--- src/sah_pkg.sv ---
// Constants and types for the serial handshake block
//
// Contract
// [RULE_01] Selector 0x03 drives ready on SDO pin regardless of chip select.
// [RULE_02] Host uses chip-select-free ready only as the sole bus slave.
// [RULE_03] Gpio route bit plus selector 0x4 puts ready on GPIO pin six.
// [RULE_04] Master asserts chip select after ready, then sends instruction bytes.
// [RULE_05] Instruction 0xFA enters data-first mode, 0xFB leaves; no data bytes.
// [RULE_06] Instruction 0x9F returns one byte, bit 1 showing data-first mode.
// [RULE_07] In data-first mode data shifts out right after chip select asserts.
// [RULE_08] After data-only bytes the device accepts normal instructions again.
// [RULE_09] Data-only read sends up to eight bytes from programmed start address.
// [RULE_10] Data-only read leaves the stored upper address page untouched.
// [RULE_11] Master parks SCLK high and finishes before next ready release.
// [RULE_12] With checksum enabled a CRC runs over read-out bits.
// [RULE_13] CRC clears when chip select or ready deasserts.
// [RULE_14] CRC x^8+x^5+x^4+1 from zero, sent ones-complemented.
// [RULE_15] CRC excludes the checksum bits themselves.
// [RULE_16] Optional ready release after checksum read, never later than normal.
// [RULE_17] Hold-over bit skips the CRC clear at regular ready deassertion.
// [RULE_18] Power write selects active, down or standby; read shows state.
// [RULE_19] Reported state follows after 15 us; earlier requests rejected.
// [RULE_20] No direct move from power-down to standby.
// [RULE_21] Key 0xC3 resets registers; calibration mode needs two writes.
// [RULE_22] Register reset restarts conversion, leaves power-down; restart bit too.
package sah_pkg;
  localparam logic [2:0] PDS_CSB_FREE = 3'h3;
  localparam logic [2:0] PDS_GPIO6 = 3'h4;
  localparam logic [7:0] INST_DF_ON = 8'hfa;
  localparam logic [7:0] INST_DF_OFF = 8'hfb;
  localparam logic [7:0] INST_MODE_RD = 8'h9f;
  localparam int MODE_BIT = 1;
  localparam logic [7:0] CRC_POLY = 8'h31;
  localparam logic [7:0] CRC_INIT = 8'h00;
  localparam logic [7:0] RESET_KEY = 8'hc3;
  localparam int CLK_NS = 50;
  localparam int PWR_LAT_NS = 15000;
  localparam int PWR_LAT_CYC = (PWR_LAT_NS + CLK_NS - 1) / CLK_NS;
  localparam int FIFO_W = 8;
  localparam int FIFO_D = 4;

  typedef enum logic [1:0] {
    PWR_ACTIVE = 2'b00,
    PWR_DOWN = 2'b01,
    PWR_STANDBY = 2'b11
  } sah_pwr_t;

  typedef enum logic [1:0] {
    ST_IDLE = 2'b00,
    ST_CMD = 2'b01,
    ST_SEND = 2'b10
  } sah_ph_t;

  typedef struct packed {
    logic [2:0] pin_driver_select;
    logic ready_to_gpio6;
    logic [6:0] data_only_start_addr;
    logic [2:0] data_only_byte_count;
    logic checksum_enable;
    logic ready_release_after_checksum;
    logic checksum_hold_over;
    logic clear_cal_coeffs;
    logic cal_mode_active;
  } sah_cfg_t;
endpackage : sah_pkg

--- src/sah_handshake.sv ---
// Serial port handshake: ready routing, data-first reads, CRC, power, reset
`timescale 1ns/1ps
`default_nettype none

module sah_fifo #(
  parameter int W = 8,
  parameter int D = 4
) (
  input wire logic core_clk,
  input wire logic nrst,
  input wire logic flush,
  input wire logic in_valid,
  output logic in_ready,
  input wire logic [W-1:0] in_data,
  output logic out_valid,
  input wire logic out_ready,
  output logic [W-1:0] out_data
);
  localparam int AW = $clog2(D);
  typedef struct packed {
    logic [AW:0] wp;
    logic [AW:0] rp;
  } sah_fptr_t;
  sah_fptr_t ptr_reg, ptr_next;
  logic [W-1:0] mem [D];
  logic full, empty;

  assign empty = ptr_reg.wp == ptr_reg.rp;
  assign full = ptr_reg.wp == {~ptr_reg.rp[AW], ptr_reg.rp[AW-1:0]};
  assign in_ready = !full;
  assign out_valid = !empty;
  assign out_data = mem[ptr_reg.rp[AW-1:0]];

  always_comb begin
    ptr_next = ptr_reg;
    if (in_valid && !full) ptr_next.wp = ptr_reg.wp + 1'b1;
    if (out_ready && !empty) ptr_next.rp = ptr_reg.rp + 1'b1;
    if (flush) ptr_next = '0;
  end

  always_ff @(posedge core_clk) begin
    if (!nrst) ptr_reg <= '0;
    else ptr_reg <= ptr_next;
    if (in_valid && !full) mem[ptr_reg.wp[AW-1:0]] <= in_data;
  end
endmodule : sah_fifo

module sah_handshake (
  input wire logic core_clk,
  input wire logic nrst,
  input wire sah_pkg::sah_cfg_t cfg,
  input wire logic sclk_in,
  input wire logic chip_select_n,
  input wire logic sdi_in,
  output logic sdo_out,
  output logic sdo_oe,
  output logic gpio_pin_six_out,
  output logic gpio_pin_six_oe,
  input wire logic ready_raw_n,
  output logic data_ready_n,
  output logic [6:0] rd_addr,
  input wire logic [7:0] rd_data,
  input wire logic ext_bit_valid,
  input wire logic ext_bit,
  input wire logic ext_bit_is_crc,
  input wire logic checksum_read_done,
  output logic [7:0] checksum_value,
  output logic data_first_mode,
  input wire logic pwr_wr,
  input wire logic [1:0] pwr_req,
  output logic [1:0] power_state,
  output logic conv_enable,
  input wire logic key_wr,
  input wire logic [7:0] soft_reset_key,
  input wire logic restart_wr,
  output logic reg_reset_pulse,
  output logic cal_reset_pulse,
  output logic conv_restart
);
  typedef struct packed {
    logic sclk_s1, sclk_s2, sclk_d;
    logic csn_s1, csn_s2, csn_d;
    logic sdi_s1, sdi_s2;
    logic rdy_d;
    sah_pkg::sah_ph_t ph;
    logic [7:0] rx;
    logic [2:0] rx_cnt;
    logic [7:0] tx;
    logic [2:0] tx_cnt;
    logic loaded;
    logic [2:0] left;
    logic [6:0] fetch_addr;
    logic [3:0] fetch_left;
    logic df;
    logic [7:0] crc;
    logic rel_force;
    sah_pkg::sah_pwr_t pwr_target;
    sah_pkg::sah_pwr_t pwr_shown;
    logic [8:0] pwr_busy;
    logic key_armed;
    logic reg_rst;
    logic cal_rst;
    logic restart;
  } sah_state_t;

  localparam logic [8:0] LAT = 9'(sah_pkg::PWR_LAT_CYC);
  sah_state_t q_reg, q_next;
  logic rise, csn_fall, csn_rise, sending, ready_n, rx_done;
  logic [7:0] rx_byte;
  logic fifo_in_valid, fifo_in_ready, fifo_out_valid, pop;
  logic [7:0] fifo_out_data;

  function automatic logic [7:0] crc_step(input logic [7:0] c, input logic b);
    logic fb;
    fb = c[7] ^ b;
    crc_step = {c[6:0], 1'b0} ^ (fb ? sah_pkg::CRC_POLY : 8'h00); // RULE_14
  endfunction : crc_step

  assign rise = q_reg.sclk_s2 && !q_reg.sclk_d;
  assign csn_fall = !q_reg.csn_s2 && q_reg.csn_d;
  assign csn_rise = q_reg.csn_s2 && !q_reg.csn_d;
  assign sending = q_reg.ph == sah_pkg::ST_SEND && q_reg.loaded;
  assign ready_n = ready_raw_n || q_reg.rel_force; // RULE_16
  assign rx_byte = {q_reg.rx[6:0], q_reg.sdi_s2};
  assign rx_done = q_reg.ph == sah_pkg::ST_CMD && rise && q_reg.rx_cnt == 3'h7;
  assign pop = q_reg.ph == sah_pkg::ST_SEND && !q_reg.loaded && fifo_out_valid;
  // Fetch pauses while the FIFO is full; no separate upper page is touched
  assign fifo_in_valid = q_reg.ph == sah_pkg::ST_SEND && q_reg.fetch_left != 0; // RULE_10

  sah_fifo #(.W(sah_pkg::FIFO_W), .D(sah_pkg::FIFO_D)) u_fifo (
    .core_clk(core_clk),
    .nrst(nrst),
    .flush(csn_rise),
    .in_valid(fifo_in_valid),
    .in_ready(fifo_in_ready),
    .in_data(rd_data),
    .out_valid(fifo_out_valid),
    .out_ready(pop),
    .out_data(fifo_out_data)
  );

  always_comb begin
    logic [7:0] crc_base;
    logic clr;
    crc_base = '0;
    clr = 1'b0;
    q_next = q_reg;
    q_next.sclk_s1 = sclk_in;
    q_next.sclk_s2 = q_reg.sclk_s1;
    q_next.sclk_d = q_reg.sclk_s2;
    q_next.csn_s1 = chip_select_n;
    q_next.csn_s2 = q_reg.csn_s1;
    q_next.csn_d = q_reg.csn_s2;
    q_next.sdi_s1 = sdi_in;
    q_next.sdi_s2 = q_reg.sdi_s1;
    q_next.rdy_d = ready_n;
    q_next.reg_rst = 1'b0;
    q_next.cal_rst = 1'b0;
    q_next.restart = restart_wr; // RULE_22

    // CRC clear and accumulation; an arriving bit is kept over a clear
    clr = csn_rise || (ready_n && !q_reg.rdy_d && !cfg.checksum_hold_over); // RULE_13 RULE_17
    crc_base = clr ? sah_pkg::CRC_INIT : q_reg.crc;
    if (cfg.checksum_enable && sending && rise) begin
      crc_base = crc_step(crc_base, q_reg.tx[7]); // RULE_12
    end else if (cfg.checksum_enable && ext_bit_valid && !ext_bit_is_crc) begin
      crc_base = crc_step(crc_base, ext_bit); // RULE_15
    end
    q_next.crc = crc_base;

    if (checksum_read_done && cfg.ready_release_after_checksum && !ready_raw_n)
      q_next.rel_force = 1'b1; // RULE_16
    else if (ready_raw_n) q_next.rel_force = 1'b0;

    if (q_reg.ph == sah_pkg::ST_SEND && fifo_in_valid && fifo_in_ready) begin
      q_next.fetch_addr = q_reg.fetch_addr + 7'h01;
      q_next.fetch_left = q_reg.fetch_left - 4'h1;
    end

    case (q_reg.ph)
      sah_pkg::ST_IDLE: begin
        if (csn_fall && q_reg.df) begin
          q_next.ph = sah_pkg::ST_SEND; // RULE_07
          q_next.loaded = 1'b0;
          q_next.left = cfg.data_only_byte_count; // RULE_09
          q_next.fetch_addr = cfg.data_only_start_addr;
          q_next.fetch_left = {1'b0, cfg.data_only_byte_count} + 4'h1;
        end else if (csn_fall) begin
          q_next.ph = sah_pkg::ST_CMD;
          q_next.rx_cnt = '0;
        end
      end
      sah_pkg::ST_CMD: begin
        if (rise) begin
          q_next.rx = rx_byte;
          q_next.rx_cnt = q_reg.rx_cnt + 3'h1;
        end
        if (rx_done) begin
          // Other instructions belong to the register engine; stay passive
          q_next.ph = sah_pkg::ST_IDLE;
          if (rx_byte == sah_pkg::INST_DF_ON) q_next.df = 1'b1; // RULE_05
          if (rx_byte == sah_pkg::INST_DF_OFF) q_next.df = 1'b0; // RULE_05
          if (rx_byte == sah_pkg::INST_MODE_RD) begin
            q_next.ph = sah_pkg::ST_SEND;
            q_next.tx = '0;
            q_next.tx[sah_pkg::MODE_BIT] = q_reg.df; // RULE_06
            q_next.tx_cnt = '0;
            q_next.loaded = 1'b1;
            q_next.left = '0;
            q_next.fetch_left = '0;
          end
        end
      end
      sah_pkg::ST_SEND: begin
        if (pop) begin
          q_next.tx = fifo_out_data;
          q_next.tx_cnt = '0;
          q_next.loaded = 1'b1;
        end else if (sending && rise) begin
          q_next.tx = {q_reg.tx[6:0], 1'b0};
          q_next.tx_cnt = q_reg.tx_cnt + 3'h1;
          if (q_reg.tx_cnt == 3'h7) begin
            q_next.loaded = 1'b0;
            q_next.left = q_reg.left - 3'h1;
            if (q_reg.left == 3'h0) begin
              q_next.ph = sah_pkg::ST_CMD; // RULE_08
              q_next.rx_cnt = '0;
            end
          end
        end
      end
      default: q_next.ph = sah_pkg::ST_IDLE;
    endcase
    if (csn_rise) begin
      q_next.ph = sah_pkg::ST_IDLE;
      q_next.loaded = 1'b0;
      q_next.fetch_left = '0;
    end

    // Power state: the shown value lags the target by the settle time
    if (q_reg.pwr_busy != 0) begin
      q_next.pwr_busy = q_reg.pwr_busy - 9'h001;
      if (q_reg.pwr_busy == 9'h001) q_next.pwr_shown = q_reg.pwr_target; // RULE_19
    end else if (pwr_wr && pwr_req != 2'b10 && !(q_reg.pwr_target ==
        sah_pkg::PWR_DOWN && pwr_req == sah_pkg::PWR_STANDBY)) begin // RULE_20
      q_next.pwr_target = sah_pkg::sah_pwr_t'(pwr_req); // RULE_18
      q_next.pwr_busy = LAT;
    end

    if (key_wr && soft_reset_key == sah_pkg::RESET_KEY) begin
      if (cfg.cal_mode_active && !q_reg.key_armed) begin
        q_next.key_armed = 1'b1; // RULE_21
      end else begin
        q_next.key_armed = 1'b0;
        q_next.reg_rst = 1'b1; // RULE_21
        q_next.cal_rst = cfg.clear_cal_coeffs;
        q_next.restart = 1'b1; // RULE_22
        q_next.df = 1'b0;
        if (q_reg.pwr_target == sah_pkg::PWR_DOWN) begin
          q_next.pwr_target = sah_pkg::PWR_ACTIVE; // RULE_22
          q_next.pwr_busy = LAT;
        end
      end
    end
  end

  always_ff @(posedge core_clk) begin
    if (!nrst) begin
      q_reg <= '0;
      q_reg.sclk_s1 <= 1'b1;
      q_reg.sclk_s2 <= 1'b1;
      q_reg.sclk_d <= 1'b1;
      q_reg.csn_s1 <= 1'b1;
      q_reg.csn_s2 <= 1'b1;
      q_reg.csn_d <= 1'b1;
      q_reg.rdy_d <= 1'b1;
      q_reg.left <= '0;
    end else begin
      q_reg <= q_next;
    end
  end

  // Ready may keep the pin while deselected; only safe with one slave
  always_comb begin
    gpio_pin_six_out = ready_n;
    gpio_pin_six_oe = 1'b0;
    sdo_out = sending ? q_reg.tx[7] : ready_n;
    sdo_oe = !q_reg.csn_s2;
    if (cfg.pin_driver_select == sah_pkg::PDS_CSB_FREE) begin
      sdo_oe = 1'b1; // RULE_01 RULE_02
    end else if (cfg.pin_driver_select == sah_pkg::PDS_GPIO6 &&
        cfg.ready_to_gpio6) begin
      gpio_pin_six_oe = 1'b1; // RULE_03
      sdo_oe = sending && !q_reg.csn_s2;
    end
  end

  assign data_ready_n = ready_n;
  assign rd_addr = q_reg.fetch_addr;
  assign checksum_value = ~q_reg.crc; // RULE_14
  assign data_first_mode = q_reg.df;
  assign power_state = q_reg.pwr_shown;
  assign conv_enable = q_reg.pwr_target == sah_pkg::PWR_ACTIVE;
  assign reg_reset_pulse = q_reg.reg_rst;
  assign cal_reset_pulse = q_reg.cal_rst;
  assign conv_restart = q_reg.restart;
endmodule : sah_handshake
`default_nettype wire

--- config.mk ---
export PLATFORM = sky130hd
export DESIGN_NAME = sah_handshake
export DESIGN_NICKNAME = d
export VERILOG_FILES = /design/src/sah_pkg.sv /design/src/sah_handshake.sv
export SDC_FILE = /design/constraint.sdc
export NUM_CORES = 1
export LEC_CHECK = 0
export ABC_AREA = 0
export BUFFER_PORTS_ARGS = -buffer_cell sky130_fd_sc_hd__buf_2
export CAP_MARGIN = 5
export CORE_UTILIZATION = 50
export CTS_CLUSTER_SIZE = 14
export DETAILED_ROUTE_END_ITERATION = 10
export HOLD_SLACK_MARGIN = 0.15
export PLACE_DENSITY = 0.71
export SYNTH_ARGS = -nofsm -noshare
export SYNTH_HDL_FRONTEND = slang
export SYNTH_SLANG_ARGS = --single-unit
export TNS_END_PERCENT = 1
--- constraint.sdc ---
create_clock -name core_clk -period 5.2 [get_ports core_clk]
set_clock_uncertainty 0.2 [all_clocks]
set_input_delay 1.04 -clock core_clk [delete_from_list [all_inputs] [get_ports core_clk]]
set_output_delay 1.04 -clock core_clk [all_outputs]
set_load 0.02 [all_outputs]
### After elaboration in Yosys (flattened, before gate mapping)

Memory sizes are Yosys's and may differ from the RTL's. A register that Yosys moved wholly into a read port is not among the register bits.
Cells that the tools add are included.

| operators by class | value |
|---|---|
| $add $sub $neg | 9 |
| equal/unequal tests | 29 |
| bitwise operators | 8 |
| muxes and demuxes | 63 |
| reductions and logical operators | 62 |

Operator list:

| kind | number |
|---|---|
| 2-to-1 mux 15 bit | 3 |
| 2-to-1 mux 9 bit | 4 |
| equality test 8 bit, second input constant | 4 |
| logical AND 1 bit | 30 |
| 2-to-1 mux 2 bit | 15 |
| 2-to-1 mux 3 bit | 8 |
| 2-to-1 mux 8 bit | 3 |
| one-hot mux 11 bit (2 select lines) | 1 |
| 2-to-1 mux 18 bit | 1 |
| XOR 8 x 6 -> 8 bit | 2 |
| 2-to-1 mux 1 bit | 15 |
| inequality test 2 bit, second input constant | 7 |
| 2-to-1 mux 13 bit | 1 |
| adder 3 x 1 -> 3 bit, second input constant | 4 |
| logical NOT 1 bit | 12 |
| 2-to-1 mux 12 bit | 1 |
| 2-to-1 mux 6 bit | 2 |
| one-hot mux 4 bit (3 select lines) | 1 |
| AND reduction 6 bit | 2 |
| 2-to-1 mux 11 bit | 1 |
| equality test 3 bit, second input constant | 3 |
| equality test 9 x 1 -> 1 bit, second input constant | 1 |
| one-hot mux 3 bit (3 select lines) | 1 |
| nonzero test 9 bit | 1 |
| 32 further kinds | 48 |

| storage, ports and cells | value |
|---|---|
| register bits after elaboration | 80 |
| bits in writable memories | 32 |
| memories | 1 |
| output and inout bits | 27 |

Memory list:

| memory | depth | bits a word | read ports | clocked after Yosys merged registers in | write ports | line | text |
|---|---|---|---|---|---|---|---|
| u_fifo.mem | 4 | 8 | 1 | 1 | 1 | sah_handshake.sv:25 | `logic [W-1:0] mem [D];` |

### Logic depth before layout (Yosys ltp)

| depth | value |
|---|---|
| depth in word-level cells | 10 |
| mapped depth | 8 |
| gate-level depth less buffers | 7 |

### Hierarchy

From an unflattened synthesis, not the netlist that was laid out.

| second synthesis, totals | value |
|---|---|
| cell total of the unflattened synthesis | 562 |
| area, all modules | 5,509.0 um2 |

Modules (own cells, without submodules):

| module | area an instance (um2) | seq. area each (um2) | instances | cells an instance |
|---|---|---|---|---|
| sah_handshake | 3,772.4 | 1,481.4 | 1 | 452 |
| sah_fifo | 1,736.7 | 1,121.1 | 1 | 110 |

### Least setup slack after synthesis

No wires, ideal clock.

| timing path | value |
|---|---|
| kind | input -> output |
| from | input port cfg[15] (netlist name) |
| to | output port sdo_oe |
| slack | 1.721 ns |
| data arrival time | 2.239 ns |
| stages on the path | 3 |
| buffers on the path | 0 |
| data required time | 3.960 ns |
| cells stage by stage | nor4bb_1 > a21o_1 > o21ai_0 |

| between the ends | value |
|---|---|
| longest elaborated chain between the ends | 3 |

RTL lines:

| element | line | text |
|---|---|---|
| start, declared | sah_handshake.sv:51 | `input wire sah_pkg::sah_cfg_t cfg,` |
| logical AND 1 bit | sah_handshake.sv:291 | `end else if (cfg.pin_driver_select == sah_pkg::PDS_GPIO6 &&` |
| 2-to-1 mux 1 bit | sah_handshake.sv:291 |  |
| 2-to-1 mux 1 bit | sah_handshake.sv:289 | `if (cfg.pin_driver_select == sah_pkg::PDS_CSB_FREE) begin` |
| end, declared | sah_handshake.sv:56 | `output logic sdo_oe,` |

Every way passes these cells.

### Final worst setup path

| timing path | value |
|---|---|
| from | register q_reg[64] (netlist name) |
| to | output port sdo_oe |

| between the ends | value |
|---|---|
| longest elaborated chain between the ends | 5 |

RTL lines:

| element | line | text |
|---|---|---|
| start, declared | sah_handshake.sv:107 | `sah_state_t q_reg, q_next;` |
| start signal, assigned | sah_handshake.sv:279 | `q_reg <= q_next;` |
| equality test 2 bit | sah_handshake.sv:122 | `assign sending = q_reg.ph == sah_pkg::ST_SEND && q_reg.loaded;` |
| logical AND 1 bit | sah_handshake.sv:122 |  |
| logical AND 1 bit | sah_handshake.sv:294 | `sdo_oe = sending && !q_reg.csn_s2;` |
| 2-to-1 mux 1 bit | sah_handshake.sv:291 |  |
| 2-to-1 mux 1 bit | sah_handshake.sv:289 |  |

Every way passes these cells.

==> flow_metrics.env <==
export IMPL_finalSetupViolations=0
export IMPL_post_route_period_util_pct=68.2
export IMPL_die_y_um=107
export IMPL_die_area_um2=11400
export IMPL_synth_ff_type="dfxtp_1"
export IMPL_drive_gt1_share_pct=19.6
export IMPL_r2r_slack_ns=2.07
export IMPL_placedCellCount=721
export IMPL_fin_util_pct=61.3
export IMPL_cts_resized=0
export IMPL_gr_total_overflow=0
export IMPL_dp_hpwl_um=7820
export IMPL_relSlewSlack_pct=37.0
export IMPL_irDropWorstVdd_mv=0.298
export IMPL_synth_cells=541
export IMPL_root_buffer="clkbuf_8"
export IMPL_grt_total_usage_pct=21.2
export IMPL_rows=37
export IMPL_cp_max_fo=20
export IMPL_clock_path_buffers=2
export IMPL_synth_edf_count=32
export IMPL_ys_ff_latch=114
export IMPL_cts_max_level=4
export IMPL_ys_seq_area_share_pct=47.4
export IMPL_die_w_um=107
export IMPL_cts_tree="done"
export IMPL_tns_ns=0
export IMPL_grt_pass1_wl_um=18700
export IMPL_yosysTopAreaCell="dfxtp_1"
export IMPL_drv_slew=0
export IMPL_start_kind="flop"
export IMPL_drc=0
export IMPL_holdPathStages=1
export IMPL_avgSynthCellArea_um2=10.1
export IMPL_powerDensity_nw_per_um2=374
export IMPL_avgRoutedWirePerCell_um=14.9
export IMPL_routed_via_density=5.50
export IMPL_cp_required_ns=3.96
export IMPL_tightest_slew_ns=0.943
export IMPL_postCtsSetupRepairBufs=0
export IMPL_syn_nets=612
export IMPL_path_class="reg2out"
export IMPL_finalNonFillerCells=753
export IMPL_endpoint_kind="primary output"
export IMPL_area_growth_pct=16.8
export IMPL_rsz0062_at_grt="no"
export IMPL_drtIter0Drc=230
export IMPL_async_reset_ff_share_pct=0
export IMPL_yosysMostFrequentCell="dfxtp_1"
export IMPL_synthTopCellsByArea="dfxtp_1 (30%), edfxtp_1 (18%), mux2i_1 (5.3%)"
export IMPL_outcome="completed"
export IMPL_portBuffers=76
export IMPL_clk_pin_slew_ns=0.06
export IMPL_timing_hold_ws_ns=0.207
export IMPL_min_path_type="reg2reg"
export IMPL_min_to="q_next[69]"
export IMPL_finalHoldViolCount=0
export IMPL_syn_area_um2=5490
export IMPL_yosys_area_top_type_share_pct=29.9
export IMPL_gp_congestion=0.832
export IMPL_initial_utilization_pct=52.4
export IMPL_maxCapViolCount=0
export IMPL_clk_latency_ns=0.53
export IMPL_cts_sinks=114
export IMPL_antenna_cells=0
export IMPL_synth_cell_types=65
export IMPL_first_pass_iters=4
export IMPL_design_area_um2=6410
export IMPL_antenna_found_initial=0
export IMPL_wl_um=11200
export IMPL_grt_max_degree=38
export IMPL_r2r_cells=7
export IMPL_clock_fmax_mhz=282
export IMPL_place_area_um2=5860
export IMPL_ant_nets=0
export IMPL_ctsHoldBuffers=0
export IMPL_core_area_um2=10500
export IMPL_cts_buffers=17
export IMPL_p_leak_nw=2.55
export IMPL_netlist_top_cells_count="dfxtp_1 (82), nor2_1 (62), a21oi_1 (37), nand2_1 (34), edfxtp_1 (32)"
export IMPL_regToRegEndpoint="u_fifo.ptr_reg[5]"
export IMPL_vias=4138
export IMPL_rr_startpoint="q_reg[64]"
export IMPL_layout_nets=675
export IMPL_crit_start="q_reg[64]"
export IMPL_worstHoldStart="q_next[70]"
export IMPL_fin_crit_ns=3.54
export IMPL_yosys_warnings=0
export IMPL_num_io_pins=77
export IMPL_worstPathArrival_ns=2.30
export IMPL_largest_reg_flops=56
export IMPL_grt_pass1_vias=4046
## through the flow
step,setup slack (ns),total power [W]
3_3_place_gp,2.14,0.00133
4_1_cts,1.66,0.00242
5_1_grt,1.48,0.00251
2_1_floorplan,1.72,0.00127
3_5_place_dp,2.08,0.00134
6_report,1.66,0.00240
## how the worst max path moves through the flow
stage,end,slack [ns],cells after the start
4_1_cts,sdo_oe,1.66,6
3_5_place_dp,sdo_oe,2.08,5
2_1_floorplan,sdo_oe,1.72,3
6_report,sdo_oe,1.66,6
5_1_grt,sdo_oe,1.48,6
3_3_place_gp,sdo_oe,2.14,5
## cells by family after synthesis
| kind of cell | count (synthesis) | synth area share [%] |
|---|---|---|
| simple gates | 181 | 16.9 |
| flops | 114 | 47.4 |
| compound gates | 101 | 12.5 |
| buf+inv | 59 | 5.04 |
| mux | 37 | 8.58 |
| xor+xnor | 28 | 4.74 |
| fa+ha+maj | 21 | 4.79 |
## power breakdown
group	switching, W	internal, W	leakage [nW]
logic	0.000180	0.000147	1.34
registers	0.0000455	0.000952	0.952
clock network	0.000434	0.000639	0.257
total	0.000659	0.00174	2.55
## cells in the final DEF, fill, tap and decap left out, drive strengths merged, types with 7 or more instances in the layout
master / instances
edfxtp: 32
nand2b: 12
ha: 21
xnor2: 14
dfxtp: 82
nand4: 8
mux4: 8
clkbuf: 18
o22ai: 7
xor2: 14
nand3: 11
a21oi: 37
o21ai: 12
nor2: 62
buf: 76
and2: 10
nor2b: 9
nor3: 8
inv: 33
nand2: 34
mux2i: 29
## routing by layer
layer	routed length, µm	vias up	track usage (%)
met1	5200	1996	25.7
met5	0	-	0
met2	5490	83	35.1
li1	-	2055	-
met3	469	4	6.57
met4	57	0	8.32
## cell type report
cell class	instances	area [µm²]
fillers	891	4050
multi-input cells	368	2610
flip-flops and latches	114	2600
clock buffers	18	418
repair buffers	76	380
well taps	136	170
clock inverters	14	130
inverters	27	101
## critical path, stage by stage (launching register included)
cell	delay, ns
dfxtp_1	0.35
inv_1	0.09
ha_1	0.66
nand2_1	0.23
a21o_1	0.22
o21ai_0	0.05
buf_2	0.18
Note: power is estimated with default switching activity, not from simulation.
